### config.mk
export PLATFORM = sky130hd
export DESIGN_NAME = arith_datapath
export DESIGN_NICKNAME = d
export VERILOG_FILES = /design/src/shared/arith_pkg.sv /design/src/core/cpu_clock_div.sv /design/src/core/arith_datapath.sv
export SDC_FILE = /design/constraint.sdc
export NUM_CORES = 1
export LEC_CHECK = 0
export BUFFER_PORTS_ARGS = -buffer_cell sky130_fd_sc_hd__buf_2
export CAP_MARGIN = 20
export CORE_MARGIN = 8
export CORE_UTILIZATION = 25
export CTS_BUF_LIST = sky130_fd_sc_hd__clkbuf_16
export CTS_CLUSTER_DIAMETER = 200
export CTS_CLUSTER_SIZE = 14
export DETAILED_ROUTE_END_ITERATION = 7
export MAX_ROUTING_LAYER = met4
export PLACE_DENSITY_LB_ADDON = 0.08
export SLEW_MARGIN = 20
export SYNTH_ARGS = -nofsm -noshare
export SYNTH_HDL_FRONTEND = slang
export SYNTH_SLANG_ARGS = --single-unit
### constraint.sdc
create_clock -name mclk -period 35.7 [get_ports mclk]
set_input_delay 1.785 -clock mclk [delete_from_list [all_inputs] [get_ports mclk]]
set_output_delay 1.785 -clock mclk [all_outputs]
set_load 0.03 [all_outputs]
### src/shared/arith_pkg.sv
// Shared types and constants of the arithmetic and rotate datapath.
// Assumes one clock; all cycle figures count cpu_clock periods.
package arith_pkg;

    // Operation codes presented on the command port
    typedef enum logic [4:0] {
        OP_WORD_ADD_IMM     = 5'h00,
        OP_WORD_SUB_IMM     = 5'h01,
        OP_WORD_COMPARE_IMM = 5'h02,
        OP_UNSIGNED_MUL     = 5'h03,
        OP_UNSIGNED_DIV     = 5'h04,
        OP_BYTE_INC         = 5'h05,
        OP_BYTE_DEC         = 5'h06,
        OP_PAIR_INC         = 5'h07,
        OP_PAIR_DEC         = 5'h08,
        OP_ROT_RIGHT        = 5'h09,
        OP_ROT_LEFT         = 5'h0a,
        OP_ROT_RIGHT_CARRY  = 5'h0b,
        OP_ROT_LEFT_CARRY   = 5'h0c,
        OP_DIGIT_ROT_RIGHT  = 5'h0d,
        OP_DIGIT_ROT_LEFT   = 5'h0e,
        OP_DEC_ADJUST_ADD   = 5'h0f,
        OP_DEC_ADJUST_SUB   = 5'h10,
        OP_BIT_TO_CARRY     = 5'h11,
        OP_CARRY_TO_BIT     = 5'h12
    } op_type;

    // Cycle counts, first figure then the slow-memory figure
    localparam logic [4:0] CYC_WORD      = 5'h06;
    localparam logic [4:0] CYC_MUL       = 5'h10;
    localparam logic [4:0] CYC_DIV       = 5'h19;
    localparam logic [4:0] CYC_BYTE_REG  = 5'h02;
    localparam logic [4:0] CYC_BYTE_MEM  = 5'h04;
    localparam logic [4:0] CYC_BYTE_SLOW = 5'h06;
    localparam logic [4:0] CYC_PAIR      = 5'h04;
    localparam logic [4:0] CYC_ROT       = 5'h02;
    localparam logic [4:0] CYC_DIGIT     = 5'h0a;
    localparam logic [4:0] CYC_DIGIT_SLOW = 5'h0c;
    localparam logic [4:0] CYC_ADJUST    = 5'h04;
    localparam logic [4:0] CYC_BIT_REG   = 5'h04;
    localparam logic [4:0] CYC_BIT_MEM   = 5'h06;
    localparam logic [4:0] CYC_BIT_RD_SLOW = 5'h07;
    localparam logic [4:0] CYC_BIT_WR_SLOW = 5'h08;

    // Divider settings of the processor clock control, and the divide-by-zero quotient
    localparam int          CLK_SEL_W   = 3;
    localparam logic [2:0]  CLK_SEL_MAX = 3'h4;
    localparam logic [15:0] DIV_ZERO_Q  = 16'hffff;

    // Decimal adjust constants
    localparam logic [7:0] BCD_LOW_FIX  = 8'h06;
    localparam logic [7:0] BCD_HIGH_FIX = 8'h60;
    localparam logic [3:0] BCD_NIB_MAX  = 4'h9;
    localparam logic [7:0] BCD_BYTE_MAX = 8'h99;

    typedef struct packed {
        logic z;
        logic ac;
        logic cy;
    } flags_type;

    // One operation with all operands it may need
    typedef struct packed {
        op_type     op;
        logic [15:0] acc_pair;
        logic [7:0]  x_reg;
        logic [7:0]  c_reg;
        logic [15:0] imm;
        logic [15:0] operand;
        logic [7:0]  mem;
        logic [2:0]  bit_pos;
        logic        use_mem;
        logic        in_hsram;
        flags_type   flags;
    } cmd_type;

    // Everything an operation may write back
    typedef struct packed {
        logic [15:0] acc_pair;
        logic [7:0]  c_reg;
        logic [15:0] operand;
        logic [7:0]  mem;
        flags_type   flags;
    } res_type;

endpackage

### src/core/cpu_clock_div.sv
// Divider that makes the one-cycle cpu_clock enable from mclk.
// Assumes the select input is steady while an operation runs.
`timescale 1ns/100ps
module cpu_clock_div #(
    parameter int SEL_W = 3,
    parameter int MAX_SEL = 4
) (
    input  wire logic             mclk,
    input  wire logic             rst,
    input  wire logic [SEL_W-1:0] sel,
    output logic                  tick
);
    localparam int CNT_W = MAX_SEL + 1;

    logic [CNT_W-1:0] cnt_r;
    logic [CNT_W-1:0] cnt_nxt;
    logic             tick_nxt;
    logic [CNT_W-1:0] limit;

    // The select input must be able to name the largest setting
    if (MAX_SEL >= (1 << SEL_W) || MAX_SEL < 0) begin : g_bad_sel
        $error("cpu_clock_div: MAX_SEL out of range");
    end

    // Ratio 2**sel; settings above the top clamp to it
    always_comb begin
        if (sel > SEL_W'(MAX_SEL)) begin
            limit = CNT_W'((1 << MAX_SEL) - 1);
        end else begin
            limit = CNT_W'((1 << sel) - 1);
        end
        if (cnt_r >= limit) begin
            cnt_nxt  = '0;
            tick_nxt = 1'b1;
        end else begin
            cnt_nxt  = cnt_r + CNT_W'(1);
            tick_nxt = 1'b0;
        end
    end

    always_ff @(posedge mclk) begin
        if (rst) begin
            cnt_r <= '0;
            tick  <= 1'b0;
        end else begin
            cnt_r <= cnt_nxt;
            tick  <= tick_nxt;
        end
    end
endmodule

### src/core/arith_datapath.sv
// Arithmetic, rotate, decimal adjust and carry-bit datapath.
// Assumes a sequencer presents one command with start and waits for done.
// Notes on behaviour
// - word add: pair plus immediate, flags, 6
// - word subtract/compare: borrow in carry, 6
// - multiply A by X into pair, 16
// - divide pair by C, remainder C, 25
// - byte increment, Z and AC, carry kept
// - byte decrement, same costs as increment
// - pair increment/decrement, no flags, 4
// - left rotate: bit 7 to bit 0, carry
// - rotate through carry either way, 2 clocks
// - right digit rotate through memory, 10/12
// - left digit rotate through memory, 10/12
// - decimal adjust after add, flags, 4
// - decimal adjust after subtract, flags, 4
// - each count is one cpu_clock period
// - first figure for fast RAM or none
// - longer figure for other memory
`timescale 1ns/100ps
module arith_datapath (
    input  wire logic                          mclk,
    input  wire logic                          rst,
    input  wire logic [2:0]                    clock_sel,
    input  wire logic                          start,
    input  wire arith_pkg::cmd_type            cmd,
    output logic                               busy,
    output logic                               done,
    output arith_pkg::res_type                 res
);
    import arith_pkg::*;

    typedef enum logic [1:0] {
        ST_IDLE = 2'b01,
        ST_RUN  = 2'b10
    } state_type;

    state_type   state_r;
    state_type   state_nxt;
    logic [4:0]  left_r;
    logic [4:0]  left_nxt;
    res_type     res_nxt;
    res_type     hold_r;
    res_type     hold_nxt;
    logic        busy_nxt;
    logic        done_nxt;
    logic        tick;
    res_type     calc;
    logic [4:0]  cyc;
    logic [16:0] wsum;
    logic [4:0]  nsum;
    logic [7:0]  a;
    logic [7:0]  src;
    logic [7:0]  bres;
    logic [7:0]  adj;
    logic        adj_ac;
    logic        adj_cy;

    // Enable once per cpu_clock period
    cpu_clock_div #(
        .SEL_W   (CLK_SEL_W),
        .MAX_SEL (int'(CLK_SEL_MAX))
    ) u_div (
        .mclk (mclk),
        .rst  (rst),
        .sel  (clock_sel),
        .tick (tick)
    );

    // A zero cost would wrap the down-counter and run the sequencer for 32 periods
    if (CYC_WORD == 5'h00 || CYC_MUL == 5'h00 || CYC_DIV == 5'h00
            || CYC_BYTE_REG == 5'h00 || CYC_BYTE_MEM == 5'h00
            || CYC_PAIR == 5'h00 || CYC_ROT == 5'h00
            || CYC_DIGIT == 5'h00 || CYC_ADJUST == 5'h00
            || CYC_BIT_REG == 5'h00 || CYC_BIT_MEM == 5'h00) begin : g_zero
        $error("arith_datapath: zero cycle cost");
    end

    // Slow memory never costs less than fast memory
    if (CYC_BYTE_SLOW < CYC_BYTE_MEM || CYC_DIGIT_SLOW < CYC_DIGIT
            || CYC_BIT_RD_SLOW < CYC_BIT_MEM
            || CYC_BIT_WR_SLOW < CYC_BIT_MEM) begin : g_slow
        $error("arith_datapath: slow cost below fast cost");
    end

    // The accumulator is the low byte of the pair
    assign a = cmd.acc_pair[7:0];

    // Decimal correction of the accumulator byte
    always_comb begin
        adj    = 8'h00;
        adj_ac = 1'b0;
        adj_cy = cmd.flags.cy;
        if (a[3:0] > BCD_NIB_MAX || cmd.flags.ac) begin
            adj = adj | BCD_LOW_FIX;
        end
        // The upper fix forces carry; otherwise carry passes
        if (a > BCD_BYTE_MAX || cmd.flags.cy) begin
            adj    = adj | BCD_HIGH_FIX;
            adj_cy = 1'b1;
        end
        // Auxiliary carry: carry or borrow out of bit 3
        if (cmd.op == OP_DEC_ADJUST_SUB) begin
            adj_ac = a[3:0] < adj[3:0];
        end else begin
            adj_ac = ({1'b0, a[3:0]} + {1'b0, adj[3:0]}) > 5'h0f;
        end
    end

    // Byte operand of increment, decrement and bit moves
    assign src = cmd.use_mem ? cmd.mem : cmd.operand[7:0];

    // Result and cost of the presented command
    always_comb begin
        calc     = '0;
        calc.acc_pair = cmd.acc_pair;
        calc.c_reg    = cmd.c_reg;
        calc.operand  = cmd.operand;
        calc.mem      = cmd.mem;
        calc.flags    = cmd.flags;
        cyc      = CYC_ROT;
        wsum     = '0;
        nsum     = '0;
        bres     = '0;
        case (cmd.op)
            OP_WORD_ADD_IMM: begin
                wsum = {1'b0, cmd.acc_pair} + {1'b0, cmd.imm};
                nsum = {1'b0, cmd.acc_pair[3:0]}
                     + {1'b0, cmd.imm[3:0]};
                calc.acc_pair = wsum[15:0];
                calc.flags.cy = wsum[16];
                calc.flags.z  = (wsum[15:0] == 16'h0000);
                calc.flags.ac = nsum[4];
                cyc = CYC_WORD;
            end
            OP_WORD_SUB_IMM,
            OP_WORD_COMPARE_IMM: begin
                wsum = {1'b0, cmd.acc_pair} - {1'b0, cmd.imm};
                nsum = {1'b0, cmd.acc_pair[3:0]}
                     - {1'b0, cmd.imm[3:0]};
                // Compare keeps the pair and sets only flags
                if (cmd.op == OP_WORD_SUB_IMM) begin
                    calc.acc_pair = wsum[15:0];
                end
                calc.flags.cy = wsum[16];
                calc.flags.z  = (wsum[15:0] == 16'h0000);
                calc.flags.ac = nsum[4];
                cyc = CYC_WORD;
            end
            OP_UNSIGNED_MUL: begin
                // Flags pass through untouched
                calc.acc_pair = 16'(a) * 16'(cmd.x_reg);
                cyc = CYC_MUL;
            end
            OP_UNSIGNED_DIV: begin
                // A zero divisor gives all-ones and keeps C
                if (cmd.c_reg == 8'h00) begin
                    calc.acc_pair = DIV_ZERO_Q;
                end else begin
                    calc.acc_pair = cmd.acc_pair
                                  / {8'h00, cmd.c_reg};
                    calc.c_reg = 8'(cmd.acc_pair
                               % {8'h00, cmd.c_reg});
                end
                cyc = CYC_DIV;
            end
            OP_BYTE_INC,
            OP_BYTE_DEC: begin
                if (cmd.op == OP_BYTE_INC) begin
                    bres = src + 8'h01;
                    calc.flags.ac = (src[3:0] == 4'hf);
                end else begin
                    bres = src - 8'h01;
                    calc.flags.ac = (src[3:0] == 4'h0);
                end
                calc.flags.z = (bres == 8'h00);
                if (cmd.use_mem) begin
                    calc.mem = bres;
                    if (cmd.in_hsram) begin
                        cyc = CYC_BYTE_MEM;
                    end else begin
                        cyc = CYC_BYTE_SLOW;
                    end
                end else begin
                    calc.operand[7:0] = bres;
                    cyc = CYC_BYTE_REG;
                end
            end
            OP_PAIR_INC: begin
                // Pair steps leave every flag alone
                calc.operand = cmd.operand + 16'h0001;
                cyc = CYC_PAIR;
            end
            OP_PAIR_DEC: begin
                calc.operand = cmd.operand - 16'h0001;
                cyc = CYC_PAIR;
            end
            // Bit rotates touch only the low byte and carry; digit rotates touch the low nibble and memory
            OP_ROT_RIGHT: begin
                calc.acc_pair[7:0] = {a[0], a[7:1]};
                calc.flags.cy = a[0];
                cyc = CYC_ROT;
            end
            OP_ROT_LEFT: begin
                calc.acc_pair[7:0] = {a[6:0], a[7]};
                calc.flags.cy = a[7];
                cyc = CYC_ROT;
            end
            OP_ROT_RIGHT_CARRY: begin
                calc.acc_pair[7:0] = {cmd.flags.cy, a[7:1]};
                calc.flags.cy = a[0];
                cyc = CYC_ROT;
            end
            OP_ROT_LEFT_CARRY: begin
                calc.acc_pair[7:0] = {a[6:0], cmd.flags.cy};
                calc.flags.cy = a[7];
                cyc = CYC_ROT;
            end
            OP_DIGIT_ROT_RIGHT: begin
                calc.acc_pair[3:0] = cmd.mem[3:0];
                calc.mem = {a[3:0], cmd.mem[7:4]};
                if (cmd.in_hsram) begin
                    cyc = CYC_DIGIT;
                end else begin
                    cyc = CYC_DIGIT_SLOW;
                end
            end
            OP_DIGIT_ROT_LEFT: begin
                calc.acc_pair[3:0] = cmd.mem[7:4];
                calc.mem = {cmd.mem[3:0], a[3:0]};
                if (cmd.in_hsram) begin
                    cyc = CYC_DIGIT;
                end else begin
                    cyc = CYC_DIGIT_SLOW;
                end
            end
            OP_DEC_ADJUST_ADD: begin
                bres = a + adj;
                calc.acc_pair[7:0] = bres;
                calc.flags.z  = (bres == 8'h00);
                calc.flags.ac = adj_ac;
                calc.flags.cy = adj_cy;
                cyc = CYC_ADJUST;
            end
            OP_DEC_ADJUST_SUB: begin
                bres = a - adj;
                calc.acc_pair[7:0] = bres;
                calc.flags.z  = (bres == 8'h00);
                calc.flags.ac = adj_ac;
                calc.flags.cy = adj_cy;
                cyc = CYC_ADJUST;
            end
            // Bit moves pick the memory byte or the register
            OP_BIT_TO_CARRY: begin
                calc.flags.cy = src[cmd.bit_pos];
                if (!cmd.use_mem) begin
                    cyc = CYC_BIT_REG;
                end else if (cmd.in_hsram) begin
                    cyc = CYC_BIT_MEM;
                end else begin
                    cyc = CYC_BIT_RD_SLOW;
                end
            end
            OP_CARRY_TO_BIT: begin
                bres = src;
                bres[cmd.bit_pos] = cmd.flags.cy;
                if (cmd.use_mem) begin
                    calc.mem = bres;
                end else begin
                    calc.operand[7:0] = bres;
                end
                if (!cmd.use_mem) begin
                    cyc = CYC_BIT_REG;
                end else if (cmd.in_hsram) begin
                    cyc = CYC_BIT_MEM;
                end else begin
                    cyc = CYC_BIT_WR_SLOW;
                end
            end
            default: begin
                cyc = CYC_ROT;
            end
        endcase
    end

    // Sequencer: result is held back until the cost has elapsed
    always_comb begin
        state_nxt = state_r;
        left_nxt  = left_r;
        hold_nxt  = hold_r;
        res_nxt   = res;
        busy_nxt  = busy;
        done_nxt  = 1'b0;
        case (state_r)
            ST_IDLE: begin
                // Operands are sampled on this edge only
                if (start) begin
                    hold_nxt  = calc;
                    left_nxt  = cyc;
                    busy_nxt  = 1'b1;
                    state_nxt = ST_RUN;
                end
            end
            ST_RUN: begin
                // A start while running is dropped, with no sign
                // Only cpu_clock periods count, not mclk edges
                if (tick) begin
                    if (left_r == 5'h01) begin
                        res_nxt   = hold_r;
                        done_nxt  = 1'b1;
                        busy_nxt  = 1'b0;
                        left_nxt  = 5'h00;
                        state_nxt = ST_IDLE;
                    end else begin
                        left_nxt = left_r - 5'h01;
                    end
                end
            end
            default: begin
                state_nxt = ST_IDLE;
                busy_nxt  = 1'b0;
                left_nxt  = 5'h00;
            end
        endcase
    end

    always_ff @(posedge mclk) begin
        if (rst) begin
            state_r <= ST_IDLE;
            left_r  <= 5'h00;
            hold_r  <= '0;
            res     <= '0;
            busy    <= 1'b0;
            done    <= 1'b0;
        end else begin
            state_r <= state_nxt;
            left_r  <= left_nxt;
            hold_r  <= hold_nxt;
            res     <= res_nxt;
            busy    <= busy_nxt;
            done    <= done_nxt;
        end
    end
endmodule

==> metrics.txt <==
status finished, final reports clean; I/O pins 144; crit-path max FO 17; initial antenna violation count 4; Slew Limit Fails 0; Main synth FF type dfxtp_1; die area 0.0739 mm^2; Area Overhead vs Synth 13.9%; CP max stage delay between 600 and 700 ps; number of DRC markers in iteration 0 988; core box area 0.0646 mm^2; Synth async-reset ratio 0; Fmax roughly 0.030 GHz; sequential share of the synthesized area 0.142; gpl congestion roughly 0.84; fill count about 7,100; Hold Path Stages 2; die boundary width 272 um; vias in the first global route roughly 16,000; Num CTS Buffers 17; cell area after synthesis 0.0164 mm^2; hold path startpoint hold_r[1]$_SDFFE_PP0P_; register-to-register setup slack between 30,000 and 40,000 ps; DRC Markers 0; total grt overflow 0; IO Port Bufs between 100 and 150; Slew HR 0.292; first drt pass iteration count 5; CP required 36,050 ps; hold slack 451 ps; hold endpoint res[1]$_SDFFE_PP0P_; Die Ht between 200 and 300 um; CP Capture Type flop; CTS Root Cell clkbuf_16; Placed Instance Area 0.0179 mm^2; Synth Instances 2,202; clock skew approximately 14 ps; TritonCTS clock tree built; final setup fails 0; CP Data Arrival Time roughly 33,000 ps; Nets ~2,600; Setup crit start kind primary input; initial core utilization 0.253; period utilisation layout 0.927; largest net degree at the start of global routing between 70 and 80; Reg-to-Reg Start busy$_SDFFE_PP0P_; Synth warnings 0; Max Cap Viol 0; final wirelength 62.3 mm; Vias/cell approximately 5.2; Worst R2R End hold_r[35]$_SDFFE_PP0P_; CTS max path bufs 2; Worst Reg-to-Reg Cells 6; critical path class in2reg; Crit-path slowest cell or4b_1; worst min path class reg2reg; first-pass GRT wire length between 90 and 100 mm; worst skew pair latency approximately 420 ps; Syn Area/Cell 7.43 um^2; synthesized flop and latch total between 100 and 150; wire length per cell approximately 20 um; fin area approximately 0.019 mm^2; Syn Nets between 2,000 and 3,000; CTS Sinks between 100 and 150; ANT nets after route 0; CTS H-tree lvls 4; worst slew pin tran about 1100 ps; fin crit period 33,110 ps; DP HPWL 49.5 mm; Rows between 90 and 100; cell mode on critical path o21a_1; count of cell types in the netlist 98; Final TNS setup 0 ps; final hold violations 0; clock-pin slew on the worst setup and hold paths ~60 ps; EDFF count, synth 0; Vias 16,376; post-route core utilization 0.288; GRT Overall Usage 0.166; share of layout cells above drive strength 1 0.135
-- layer usage --
layer,global-route usage,part of all wire
met2,0.259,0.44
met1,0.230,0.50
met5,-,0
met4,0.0294,0.015
met3,0.0239,0.041
-- placed cells by master, fill, tap and decap left out, drive strengths merged, types with 42 or more instances in the layout --
cell type  count
o21a          43
inv          154
o21ai        109
buf          174
xnor2         77
fa            42
nor3          84
dfxtp        116
nor2         168
a21oi        226
nand2        269
ha           202
nand3         43
-- synth_stat cells (37+ instances only) --
master / n / area share
a21oi_1: 226 / 0.069
and2_1: 37 / 0.014
clkbuf_1: 95 / 0.022
dfxtp_1: 116 / 0.14
fa_1: 42 / 0.051
ha_1: 202 / 0.15
inv_1: 147 / 0.034
nand2_1: 269 / 0.062
nand3_1: 41 / 0.013
nor2_1: 168 / 0.039
nor3_1: 83 / 0.025
o21a_1: 43 / 0.020
o21ai_0: 104 / 0.032
xnor2_1: 77 / 0.041
-- per-stage QoR --
stage / cells / setup WS, ps
detailed placement: 3118 / -66.0
global route: 3159 / -0.0675
finish: 3159 / 2590
floorplan: 2202 / 3700
CTS: 3150 / 310
global placement: 3118 / 760
-- layout make-up --
| cell class | instances | area (um^2) | area share |
|---|---|---|---|
| antenna | 3 | 7.51 | 0.000403 |
| clock buffer | 17 | 425 | 0.0228 |
| clock inverter | 15 | 144 | 0.00772 |
| inverter | 147 | 552 | 0.0296 |
| multi-input combinational | 1832 | 13200 | 0.706 |
| sequential | 116 | 2320 | 0.125 |
| tap | 855 | 1070 | 0.0574 |
| timing repair buffer | 174 | 948 | 0.0509 |
-- worst max-delay path by stage --
stage | slack (ps) | from | endpoint | cells past startpoint
2_1_floorplan | 3700 | cmd[55] | hold_r[27]$_SDFFE_PP0P_ | 143
5_1_grt | -0.07 | cmd[54] | hold_r[27]$_SDFFE_PP0P_ | 143
6_report | 2590 | cmd[54] | hold_r[27]$_SDFFE_PP0P_ | 138
3_3_place_gp | 760 | cmd[55] | hold_r[27]$_SDFFE_PP0P_ | 138
3_5_place_dp | -70 | cmd[55] | hold_r[27]$_SDFFE_PP0P_ | 138
4_1_cts | 310 | cmd[55] | hold_r[27]$_SDFFE_PP0P_ | 138
-- worst max-delay path: cells and delay by family --
family / cells / cell delay (ps)
AND/OR/NAND/NOR: 35 / 8420
multiplexers: 6 / 1660
buffers and inverters: 7 / 1070
AO/OA/AOI/OAI: 75 / 15860
adder cells (fa/ha/maj): 15 / 4590
-- logic make-up (layout without fill, tap and decap cells) --
family	Yosys count	in the layout	synth area share
fa+ha+maj	244	244	0.206
compound gates	658	658	0.266
flops	116	116	0.142
buf+inv	254	353	0.0606
simple gates	746	746	0.217
other cells	1	4	0.000229
mux	72	72	0.0489
xor+xnor	111	111	0.0594
-- sequential cells by signal, summed over array words and instances (netlist names) --
register     cells
busy             1
done             1
hold_r          51
left_r           5
res             51
state_r          1
u_div.cnt_r      5
u_div.tick       1
-- repair_timing --
item / 4_1_cts / 5_1_grt
buffers inserted: 0 / 5
endpoints found under the setup margin: 0 / 10
hold buffers: 0 / 0
resized for setup: 0 / 16
Power is not shown: default switching activity piles up to over one toggle a cycle in this logic, so the estimate is an artifact.
